[src/rxber_pkg.sv]
// Shared types and constants for the receive-buffer and error-recovery engine
package rxber_pkg;

  localparam int ADDR_W = 18;
  localparam int CODE_W = 10;
  localparam int Q_DEPTH = 16;
  localparam int TMR_W = 16;
  localparam int NAKCNT_W = 8;
  localparam int WIN_W = 30;

  // Procedural error codes
  localparam logic [CODE_W-1:0] PERR_NOTE_LO = 10'h064;
  localparam logic [CODE_W-1:0] PERR_NOTE_HI = 10'h08c;
  localparam logic [CODE_W-1:0] PERR_HALT = 10'h12c;
  localparam logic [CODE_W-1:0] PERR_FATAL = 10'h12e;

  // Retrieval window after a fatal queue error
  localparam int RETR_WIN_MS = 3000;
  localparam int CLK_KHZ = 250000;
  localparam int RETR_WIN_CYC = RETR_WIN_MS * CLK_KHZ;

  // Reset values
  localparam logic [NAKCNT_W-1:0] NAKCNT_RST = 8'h00;
  localparam logic [WIN_W-1:0] WIN_RST = 30'h00000000;

  typedef enum logic [2:0] {
    RK_PROC,
    RK_NXM,
    RK_BABBLE,
    RK_STREAM
  } rxber_kind_e;

  typedef enum logic [2:0] {
    RX_NONE,
    RX_IGNORE,
    RX_USE_POOL,
    RX_USE_PRIV,
    RX_NAK_UNAVAIL,
    RX_NAK_SMALL
  } rxber_rx_out_e;

  // Head-of-list view for one arriving message
  typedef struct packed {
    logic valid;
    logic seq_ok;
    logic pool_en;
    logic quota_nz;
    logic pool_avail;
    logic pool_small;
    logic priv_avail;
    logic priv_small;
  } rxber_rx_s;

  typedef struct packed {
    rxber_kind_e kind;
    logic [CODE_W-1:0] code;
    logic [ADDR_W-1:0] addr;
  } rxber_resp_s;

  localparam int RESP_W = $bits(rxber_resp_s);

endpackage

[src/rxber_core.sv]
// Receive buffer selection, error reporting, fatal queue drain and boot requests
`timescale 1ns/1ps
module rxber_core
  import rxber_pkg::*;
#(
  parameter int DEPTH = Q_DEPTH,
  parameter int WIN_CYC = RETR_WIN_CYC
) (
  // Clock and reset
  input wire logic clk,
  input wire logic srst,
  // Arriving message, head entries of the pool and private lists
  input wire rxber_rx_s rx_in,
  output rxber_rx_out_e rx_out,
  output logic rx_done,
  // Procedural errors and nonexistent memory faults
  input wire logic perr_valid,
  input wire logic [CODE_W-1:0] perr_code,
  input wire logic nxm_valid,
  input wire logic [ADDR_W-1:0] nxm_addr,
  input wire logic nxm_advanced,
  // Responses to the host
  input wire logic resp_take,
  output logic resp_valid,
  output rxber_resp_s resp_data,
  output logic resp_irq,
  // Protocol halt and restart
  input wire logic halt_trib,
  input wire logic halt_global,
  input wire logic restart,
  output logic halted,
  output logic ret_trib_bufs,
  output logic ret_pool_bufs,
  output logic halt_req,
  output logic [NAKCNT_W-1:0] nak_count,
  // Babbling and streaming monitors
  input wire logic [1:0] tmr_run,
  input wire logic [TMR_W-1:0] babble_period,
  input wire logic [TMR_W-1:0] stream_period,
  // Boot
  input wire logic poll_rx,
  input wire logic power_on_boot_en,
  input wire logic invoke_boot,
  output logic boot_req,
  // Fatal state
  output logic fatal,
  output logic shut_down
);

  localparam int AW = $clog2(DEPTH);
  localparam logic [AW:0] FULL = (AW+1)'(DEPTH);
  localparam logic [WIN_W-1:0] WIN_LAST = WIN_W'(WIN_CYC - 1);

  typedef enum logic [1:0] {Q_IDLE, Q_FETCH, Q_POST, Q_SHUT} rxber_q_e;

  rxber_q_e state;
  logic [AW-1:0] wr_ptr;
  logic [AW-1:0] rd_ptr;
  logic [AW:0] count;
  logic [WIN_W-1:0] win_cnt;
  logic [RESP_W-1:0] mem_q;
  logic push_valid;
  rxber_resp_s push_data;
  logic accept;
  logic push_do;
  logic overflow;
  logic pop;
  logic [1:0] tmr_ev;
  logic boot_pend;
  logic [TMR_W-1:0] period [2];

  // Heads only: deeper list entries are never looked at
  function automatic rxber_rx_out_e rx_select(input rxber_rx_s r);
    if (!r.seq_ok) begin
      return RX_IGNORE;
    end
    if (r.pool_en && r.quota_nz && r.pool_avail) begin
      if (!r.pool_small) begin
        return RX_USE_POOL;
      end
      if (!r.priv_avail) begin
        return RX_NAK_SMALL;
      end
      return r.priv_small ? RX_NAK_SMALL : RX_USE_PRIV;
    end
    if (!r.priv_avail) begin
      return RX_NAK_UNAVAIL;
    end
    return r.priv_small ? RX_NAK_SMALL : RX_USE_PRIV;
  endfunction

  // Messages are not taken while halted or after shutdown
  always_ff @(posedge clk) begin
    if (srst) begin
      rx_out <= RX_NONE;
      rx_done <= 1'b0;
    end else begin
      rx_done <= rx_in.valid && !halted && state != Q_SHUT;
      if (rx_in.valid && !halted && state != Q_SHUT) begin
        rx_out <= rx_select(rx_in);
      end
    end
  end

  // Counter holds while halted so reads are skew free
  always_ff @(posedge clk) begin
    if (srst) begin
      nak_count <= NAKCNT_RST;
    end else if (rx_in.valid && !halted && state != Q_SHUT &&
                 (rx_select(rx_in) == RX_NAK_SMALL ||
                  rx_select(rx_in) == RX_NAK_UNAVAIL)) begin
      nak_count <= nak_count + 1'b1;
    end
  end

  assign period[0] = babble_period;
  assign period[1] = stream_period;

  generate
    for (genvar i = 0; i < 2; i++) begin : g_tmr
      logic [TMR_W-1:0] cnt;
      always_ff @(posedge clk) begin
        if (srst || !tmr_run[i] || halted) begin
          cnt <= '0;
          tmr_ev[i] <= 1'b0;
        end else begin
          if (cnt != period[i]) begin
            cnt <= cnt + 1'b1;
          end
          // One event per overrun; a zero period disables the monitor
          tmr_ev[i] <= period[i] != '0 && cnt == period[i] - 1'b1;
        end
      end
    end
  endgenerate

  // One response per cycle; nonexistent memory has first claim
  always_comb begin
    push_valid = 1'b1;
    push_data = '0;
    if (nxm_valid) begin
      push_data.kind = RK_NXM;
      push_data.addr = nxm_advanced ? ADDR_W'(nxm_addr + 1'b1) : nxm_addr;
    end else if (perr_valid) begin
      push_data.kind = RK_PROC;
      push_data.code = perr_code;
    end else if (tmr_ev[0]) begin
      push_data.kind = RK_BABBLE;
    end else if (tmr_ev[1]) begin
      push_data.kind = RK_STREAM;
    end else begin
      push_valid = 1'b0;
    end
  end

  assign accept = !fatal && state != Q_SHUT;
  assign push_do = push_valid && accept && count != FULL;
  assign overflow = push_valid && accept && count == FULL;
  assign pop = state == Q_POST && resp_take;

  rxber_mem #(
    .WIDTH(RESP_W),
    .DEPTH(DEPTH),
    .AW(AW)
  ) u_mem (
    .clk(clk),
    .wr_en(push_do),
    .wr_addr(wr_ptr),
    .wr_data(push_data),
    .rd_addr(rd_ptr),
    .rd_data(mem_q)
  );

  always_ff @(posedge clk) begin
    if (srst) begin
      wr_ptr <= '0;
      rd_ptr <= '0;
      count <= '0;
    end else begin
      if (push_do) begin
        wr_ptr <= wr_ptr + 1'b1;
      end
      if (pop) begin
        rd_ptr <= rd_ptr + 1'b1;
      end
      count <= count + (push_do ? 1'b1 : 1'b0) - (pop ? 1'b1 : 1'b0);
    end
  end

  // Only a full reset, i.e. the start-up sequence, clears a fatal state
  always_ff @(posedge clk) begin
    if (srst) begin
      fatal <= 1'b0;
    end else if (overflow || (perr_valid && !nxm_valid && perr_code == PERR_FATAL)) begin
      fatal <= 1'b1;
    end
  end

  always_ff @(posedge clk) begin
    if (srst) begin
      state <= Q_IDLE;
      resp_valid <= 1'b0;
      resp_data <= '0;
      resp_irq <= 1'b0;
      win_cnt <= WIN_RST;
      shut_down <= 1'b0;
    end else begin
      resp_irq <= 1'b0;
      case (state)
        Q_IDLE: begin
          if (count != '0) begin
            state <= Q_FETCH;
          end else if (fatal) begin
            state <= Q_SHUT;
            shut_down <= 1'b1;
          end
        end
        Q_FETCH: begin
          resp_data <= mem_q;
          resp_valid <= 1'b1;
          resp_irq <= 1'b1;
          win_cnt <= WIN_RST;
          state <= Q_POST;
        end
        Q_POST: begin
          if (win_cnt != WIN_LAST) begin
            win_cnt <= win_cnt + 1'b1;
          end
          if (resp_take) begin
            resp_valid <= 1'b0;
            state <= Q_IDLE;
          end else if (fatal && win_cnt == WIN_LAST) begin
            resp_valid <= 1'b0;
            state <= Q_SHUT;
            shut_down <= 1'b1;
          end
        end
        Q_SHUT: begin
          state <= Q_SHUT;
        end
        default: begin
          state <= Q_IDLE;
        end
      endcase
    end
  end

  // Halt set wins over a restart in the same cycle
  always_ff @(posedge clk) begin
    if (srst) begin
      halted <= 1'b0;
      ret_trib_bufs <= 1'b0;
      ret_pool_bufs <= 1'b0;
    end else begin
      ret_trib_bufs <= halt_trib;
      ret_pool_bufs <= halt_global;
      if (halt_trib || halt_global) begin
        halted <= 1'b1;
      end else if (restart) begin
        halted <= 1'b0;
      end
    end
  end

  always_ff @(posedge clk) begin
    if (srst) begin
      halt_req <= 1'b0;
    end else if (perr_valid && !nxm_valid && perr_code == PERR_HALT) begin
      halt_req <= 1'b1;
    end else if (halt_trib || halt_global) begin
      halt_req <= 1'b0;
    end
  end

  // Power-up is modelled by reset; only the first poll after it counts
  always_ff @(posedge clk) begin
    if (srst) begin
      boot_pend <= 1'b1;
      boot_req <= 1'b0;
    end else begin
      if (poll_rx) begin
        boot_pend <= 1'b0;
      end
      boot_req <= invoke_boot || (poll_rx && boot_pend && power_on_boot_en);
    end
  end
endmodule

[src/rxber_mem.sv]
// Response queue storage with registered read data
`timescale 1ns/1ps
module rxber_mem #(
  parameter int WIDTH = 31,
  parameter int DEPTH = 16,
  parameter int AW = $clog2(DEPTH)
) (
  // Clock
  input wire logic clk,
  // Write side
  input wire logic wr_en,
  input wire logic [AW-1:0] wr_addr,
  input wire logic [WIDTH-1:0] wr_data,
  // Read side
  input wire logic [AW-1:0] rd_addr,
  output logic [WIDTH-1:0] rd_data
);

  logic [WIDTH-1:0] mem [DEPTH];

  always_ff @(posedge clk) begin
    if (wr_en) begin
      mem[wr_addr] <= wr_data;
    end
  end

  // Read of the same word being written returns the old value
  always_ff @(posedge clk) begin
    rd_data <= mem[rd_addr];
  end

endmodule

[config.mk]
export PLATFORM = sky130hd
export DESIGN_NAME = rxber_core
export DESIGN_NICKNAME = d
export VERILOG_FILES = /design/src/rxber_pkg.sv /design/src/rxber_core.sv /design/src/rxber_mem.sv
export SDC_FILE = /design/constraint.sdc
export NUM_CORES = 1
export LEC_CHECK = 0
export CORE_ASPECT_RATIO = 0.6
export CORE_UTILIZATION = 63
export CTS_CLUSTER_SIZE = 16
export DETAILED_ROUTE_END_ITERATION = 8
export DONT_BUFFER_PORTS = 1
export GPL_TIMING_DRIVEN = 1
export HOLD_SLACK_MARGIN = 0.05
export PLACE_DENSITY_LB_ADDON = 0.3
export SYNTH_ARGS = -nofsm -noshare
export SYNTH_HDL_FRONTEND = slang
export SYNTH_SLANG_ARGS = --single-unit
[constraint.sdc]
create_clock -name clk -period 5.8 [get_ports clk]
set_input_delay 1.16 -clock clk [delete_from_list [all_inputs] [get_ports clk]]
set_output_delay 1.16 -clock clk [all_outputs]
set_load 0.01 [all_outputs]
# == After elaboration in Yosys (flattened, before gate mapping) ==
# Memory sizes are Yosys's and may differ from the RTL's. A register that Yosys moved wholly into a read port is not among the register bits.
# Cells that the tools add are included.
# totals
mem_count,1
reg_bits,132
output_inout_bits,52
wordCells,192
input_bits,82
ram_bits,496
# memory_table
name,depth,word_bits,read_ports,rd_clocked_by_memory_dff,write_ports,line_no,text
u_mem.mem,16,31,1,1,1,rxber_mem.sv:19,logic [WIDTH-1:0] mem [DEPTH];
# op_classes
n_reduce_logical,43
mux,89
add_sub_neg,11
n_eq_ne,23
# ops
op,count
two-way mux 3 bit,22
one-hot mux 30 bit (2 select lines),1
two-way mux 1 bit,53
two-way mux 18 bit,2
"adder 16 x 1 -> 16 bit, second input constant",2
equality test 16 bit,2
!= test 16 bit,2
nonzero test 16 bit,2
"subtractor 16 x 1 -> 16 bit, second input constant",2
"adder 30 x 1 -> 30 bit, second input constant",1
"equality test 30 bit, second input constant",1
two-way mux 30 bit,1
"!= test 30 bit, second input constant",1
"equality test 10 x 9 -> 1 bit, second input constant",2
two-way mux 10 bit,2
"adder 18 x 1 -> 18 bit, second input constant",1
logical AND 1 bit,18
two-way mux 2 bit,5
"adder 4 x 1 -> 4 bit, second input constant",2
"adder 8 x 1 -> 8 bit, second input constant",1
logical OR 1 bit,8
"!= test 2 bit, second input constant",4
one-hot mux 2 bit (4 select lines),1
nonzero test 2 bit,4
other kinds (16),26

# == Logic depth before layout (Yosys ltp) ==
# depth
depth_word,20
depth_mapped,15

# == By module ==
# A second synthesis with hierarchy kept.
# unflattened
hier_cells,1737
hier_area_um2,26895.8
# by_module_without_submodules
mod,area_each_um2,seq_area_each_um2,cells_per_inst,n_inst
rxber_mem,19248.5,15514.9,812,1
rxber_core,7647.3,2642.5,925,1

# == Worst setup path before layout ==
# No wires, ideal clock.
# synth_path
kind,input-to-reg
from,input port perr_valid
to,"memory u_mem.mem[3][0], enable pin"
t_arrival_ns,4.088
required_time_ns,5.345
n_path_buf,0
setup_slack_ns,1.257
path_stages,4
cell_sequence,nor4_1 > nor4_2 > nand2_1 > nor3_1
# synth_via
elab_chain_len,6
# synth_lines
item,line_no,text
start: declaration,rxber_core.sv:17,"input wire logic perr_valid,"
two-way mux 1 bit,rxber_core.sv:144,end else if (perr_valid) begin
two-way mux 1 bit,rxber_core.sv:141,if (nxm_valid) begin
logical AND 1 bit (2 in a row),rxber_core.sv:157,assign push_do = push_valid && accept && count != FULL;
two-way mux 1 bit,rxber_mem.sv:22,if (wr_en) begin
two-way mux 1 bit (not written as such),rxber_mem.sv:23,mem[wr_addr] <= wr_data;
end: declaration,rxber_mem.sv:19,
# No other way between the ends.

# == Worst setup path in the final report ==
# layout_path
from,register tmr_ev[0]
to,"memory u_mem.mem[15][20], enable pin"
# layout_via
elab_chain_len,7
# layout_lines
item,line_no,text
start: declaration,rxber_core.sv:68,logic [1:0] tmr_ev;
start signal: indexed assignment,rxber_core.sv:131,tmr_ev[i] <= period[i] != '0 && cnt == period[i] - 1'b1;
two-way mux 1 bit,rxber_core.sv:147,end else if (tmr_ev[0]) begin
two-way mux 1 bit,rxber_core.sv:144,
two-way mux 1 bit,rxber_core.sv:141,
logical AND 1 bit (2 in a row),rxber_core.sv:157,
two-way mux 1 bit,rxber_mem.sv:22,
two-way mux 1 bit (not written as such),rxber_mem.sv:23,
# No other way between the ends.

==> results.md <==
- Run status: completed
- Fin Hold WS: 469 ps
- Number of synthesized flops with an enable pin: 480
- DR top layer: met4
- Worst EP required: 6090 ps
- Total GRT Usage: 0.289
- Critical Path Sink Type: flop
- Chip Width: 266 microns
- First-pass GRT wire length: 90,900 microns
- Final clock skew: 17.6 ps
- CTS buffer count: 55
- Hold path start: boot_pend$_SDFFE_PP1P_
- TritonCTS clock tree: yes
- WP buf/inv: 1
- Worst-Skew Late Latency: 600 ps
- Flop2flop setup slack: 2430 ps
- Routed WL: 59,900 microns
- Relative slew margins: 0.129
- Post-CTS Resized: 0
- Finished Core Util: 0.706
- Wire length on met3: 5670 microns
- Top Ports: 134
- Dpl ws: 1940 ps
- Final Hold Viols: 0
- Post-synth net total: 1,747
- Post-CTS Setup Repair Bufs: 0
- Dpl cell area: 0.0270 sq mm
- Crit path max-delay family: simple AND/OR/NAND/NOR gates
- Met2 WL: 27,700 microns
- DPL Wire Length: 35,900 microns
- Drt drc: 0
- Reg2Reg Depth: 5
- Layout cells sized above 1: 0.181
- Final Cycle Share: 0.582
- Fmax: 296 MHz
- Vias in the first global route: 14,700
- Initial antenna violation count: 0
- Die ar.: 0.0427 sq mm
- Avg Synthesized Cell Area: 16.1 sq um
- First-pass DRT Iterations: 5
- Vias per cell: 6.53
- CTS Sinks: 641
- Final setup vio count: 0
- CTS Buffer Depth: 3
- Setup WS post-layout: 2430 ps
- Final setup TNS: 0 ps
- Max-slew violation count: 0
- Initial core utilization: 0.645
- CTS clock-pin slew for the worst setup and hold paths: 70 ps
- Metal-1 WL: 25,000 microns
- Remaining antenna violation count: 0
- Most common cell after layout, fill and taps aside: edfxtp_1
- Hold depth: 1
- Worst hold endpoint: boot_pend$_SDFFE_PP1P_
- Max Cap Viol: 0
- CP peak stage delay: 880 ps
- H-tree Lvls: 2
- Hold Path Class: reg2reg
- Mapped Area: 0.0264 sq mm
- Die Span Y: 160 microns
- Worst R2R End: u_mem.mem[15][20]$_DFFE_PP_
- CP Class: reg2reg
- FP Rows: 57
- Via count: 14,700
- Crit-path max FO: 21
- Grt ovf: 0
- Design area: 0.0289 sq mm
- Syn Inst Count: 1,640
- Hold Buf Count CTS: 0
- Core area: 0.0409 sq mm
- CP Cell Sequence: nor4_1, nor4_2, nand2_1, nor2_4, buf_4
- Area Growth Syn to Fin: 9.46%
- Post-synthesis sequential area ratio: 0.669
- Largest net degree at the start of global routing: 87
- CTS root buf: clkbuf_16
- Crit start category: flop
- WP data arrival: 3660 ps
- Worst-Margin Slew: 1300 ps
- Placer congestion estimate: 0.875
- Crit path time final: 3370 ps
- Worst vdd ir: 0.343 mV
- RSZ-0062 raised after global routing: false
- Netlist cell types: 71
- Crit-path slowest cell: nor2_4
- LEAKAGE: 0.00925 uW
- Worst r2r src: tmr_ev[0]$_SDFF_PP0_
- Port Buffer Count: 0
- Cell Pwr Density: 383 mW/mm^2
- DRT iter0 DRCs: 1,722
- Drt wl/cell: 26.7 microns
- Final nets: 1,748
- Commonest cells after routing, fill and taps aside: 480 x edfxtp_1, 157 x dfxtp_1, 150 x mux4_2
- Dominant synthesized flop cell: edfxtp_1
- Number of synthesized register bits: 641
- Synth Warn #: 0
- Fraction of registers with async set/reset: 0
[Yosys cell counts, types with 4 or more instances]
cell type	count	area [sq um]
o31ai_1	5	37.5
buf_2	15	75.1
or2_2	7	43.8
dfxtp_1	161	3220
buf_1	9	33.8
edfxtp_1	480	14400
nor4b_1	5	43.8
mux2i_1	39	390
a211oi_1	13	97.6
and2_1	33	206
o2111ai_1	6	52.6
nand4_1	30	188
mux4_2	150	3380
nor3b_1	5	37.5
nand3_1	40	200
o21ai_0	21	105
a21o_1	5	37.5
clkbuf_1	48	180
nor4bb_1	4	40.0
xnor2_1	56	490
ha_1	24	300
inv_1	29	109
xor2_1	61	534
nand3b_1	6	45.0
nand2b_1	8	50.1
and3_1	13	81.3
nor2b_1	13	81.3
nor2_1	149	559
and4_1	10	87.6
a21oi_1	35	175
nor4_1	9	56.3
nand2_1	58	218
or3_1	11	68.8
nor3_1	25	125
[metal layers]
layer | global-route usage | vias up
li1 | - | 6345
met1 | 0.429 | 7433
met2 | 0.437 | 795
met3 | 0.0619 | 103
met4 | 0.0857 | 0
met5 | 0 | -
[state kept, by name, indices dropped and copies added (netlist names), 5 cells and up]
register	cells
u_mem.rd_data	30
nak_count	8
resp_data	30
u_mem.mem	480
win_cnt	30
g_tmr.cnt	32
count	5
[where the power goes]
| part | leakage [uW] | internal [uW] | switching [uW] | total [uW] |
|---|---|---|---|---|
| sequential | 0.00575 | 5450 | 274 | 5720 |
| clock | 0.000890 | 2100 | 1640 | 3740 |
| combinational | 0.00261 | 691 | 894 | 1580 |
| total | 0.00925 | 8240 | 2810 | 11100 |
[worst register-to-register path: stages, from the launching register on]
cell	delay (ps)
dfxtp_1	560
nor4_1	150
nor4_2	690
nand2_1	440
nor2_4	880
buf_4	350
[cell type report]
| class | count | area, sq um |
|---|---|---|
| clock inverters | 25 | 241 |
| flip-flops and latches | 641 | 17600 |
| well taps | 560 | 701 |
| multi-input cells | 892 | 8390 |
| clock buffers | 78 | 1600 |
| fillers | 2533 | 12000 |
| inverters | 29 | 109 |
| repair buffers | 22 | 178 |
| diodes | 1 | 2.50 |
[how the worst max path moves through the flow]
stage	startpoint	endpoint	depth (start not counted)
4_1_cts	state[0]$_SDFFE_PP0P_	u_mem.mem[15][20]$_DFFE_PP_	5
6_report	tmr_ev[0]$_SDFF_PP0_	u_mem.mem[15][20]$_DFFE_PP_	5
5_1_grt	state[0]$_SDFFE_PP0P_	u_mem.mem[15][20]$_DFFE_PP_	5
2_1_floorplan	perr_valid	u_mem.mem[3][0]$_DFFE_PP_	4
3_5_place_dp	nxm_valid	u_mem.mem[15][29]$_DFFE_PP_	5
3_3_place_gp	nxm_valid	u_mem.mem[15][20]$_DFFE_PP_	5
[cells by family (layout without fill, tap and decap cells)]
family	after synthesis	after routing	share of synthesized area
flip-flops	641	641	0.669
AND/OR/NAND/NOR	448	448	0.0903
multiplexers	192	192	0.144
XOR/XNOR	118	118	0.0395
AO/OA/AOI/OAI	108	108	0.0276
buffers and inverters	107	154	0.0172
adder cells (fa/ha/maj)	25	25	0.0121
other	1	2	0.000142
[metrics by stage]
step / instances / power [uW]
2_1_floorplan: 1640 / 6870
5_1_grt: 2247 / 11400
4_1_cts: 2247 / 11100
3_5_place_dp: 2144 / 7370
3_3_place_gp: 2144 / 7280
6_report: 2248 / 11100
(Power assumes the default switching activity.)
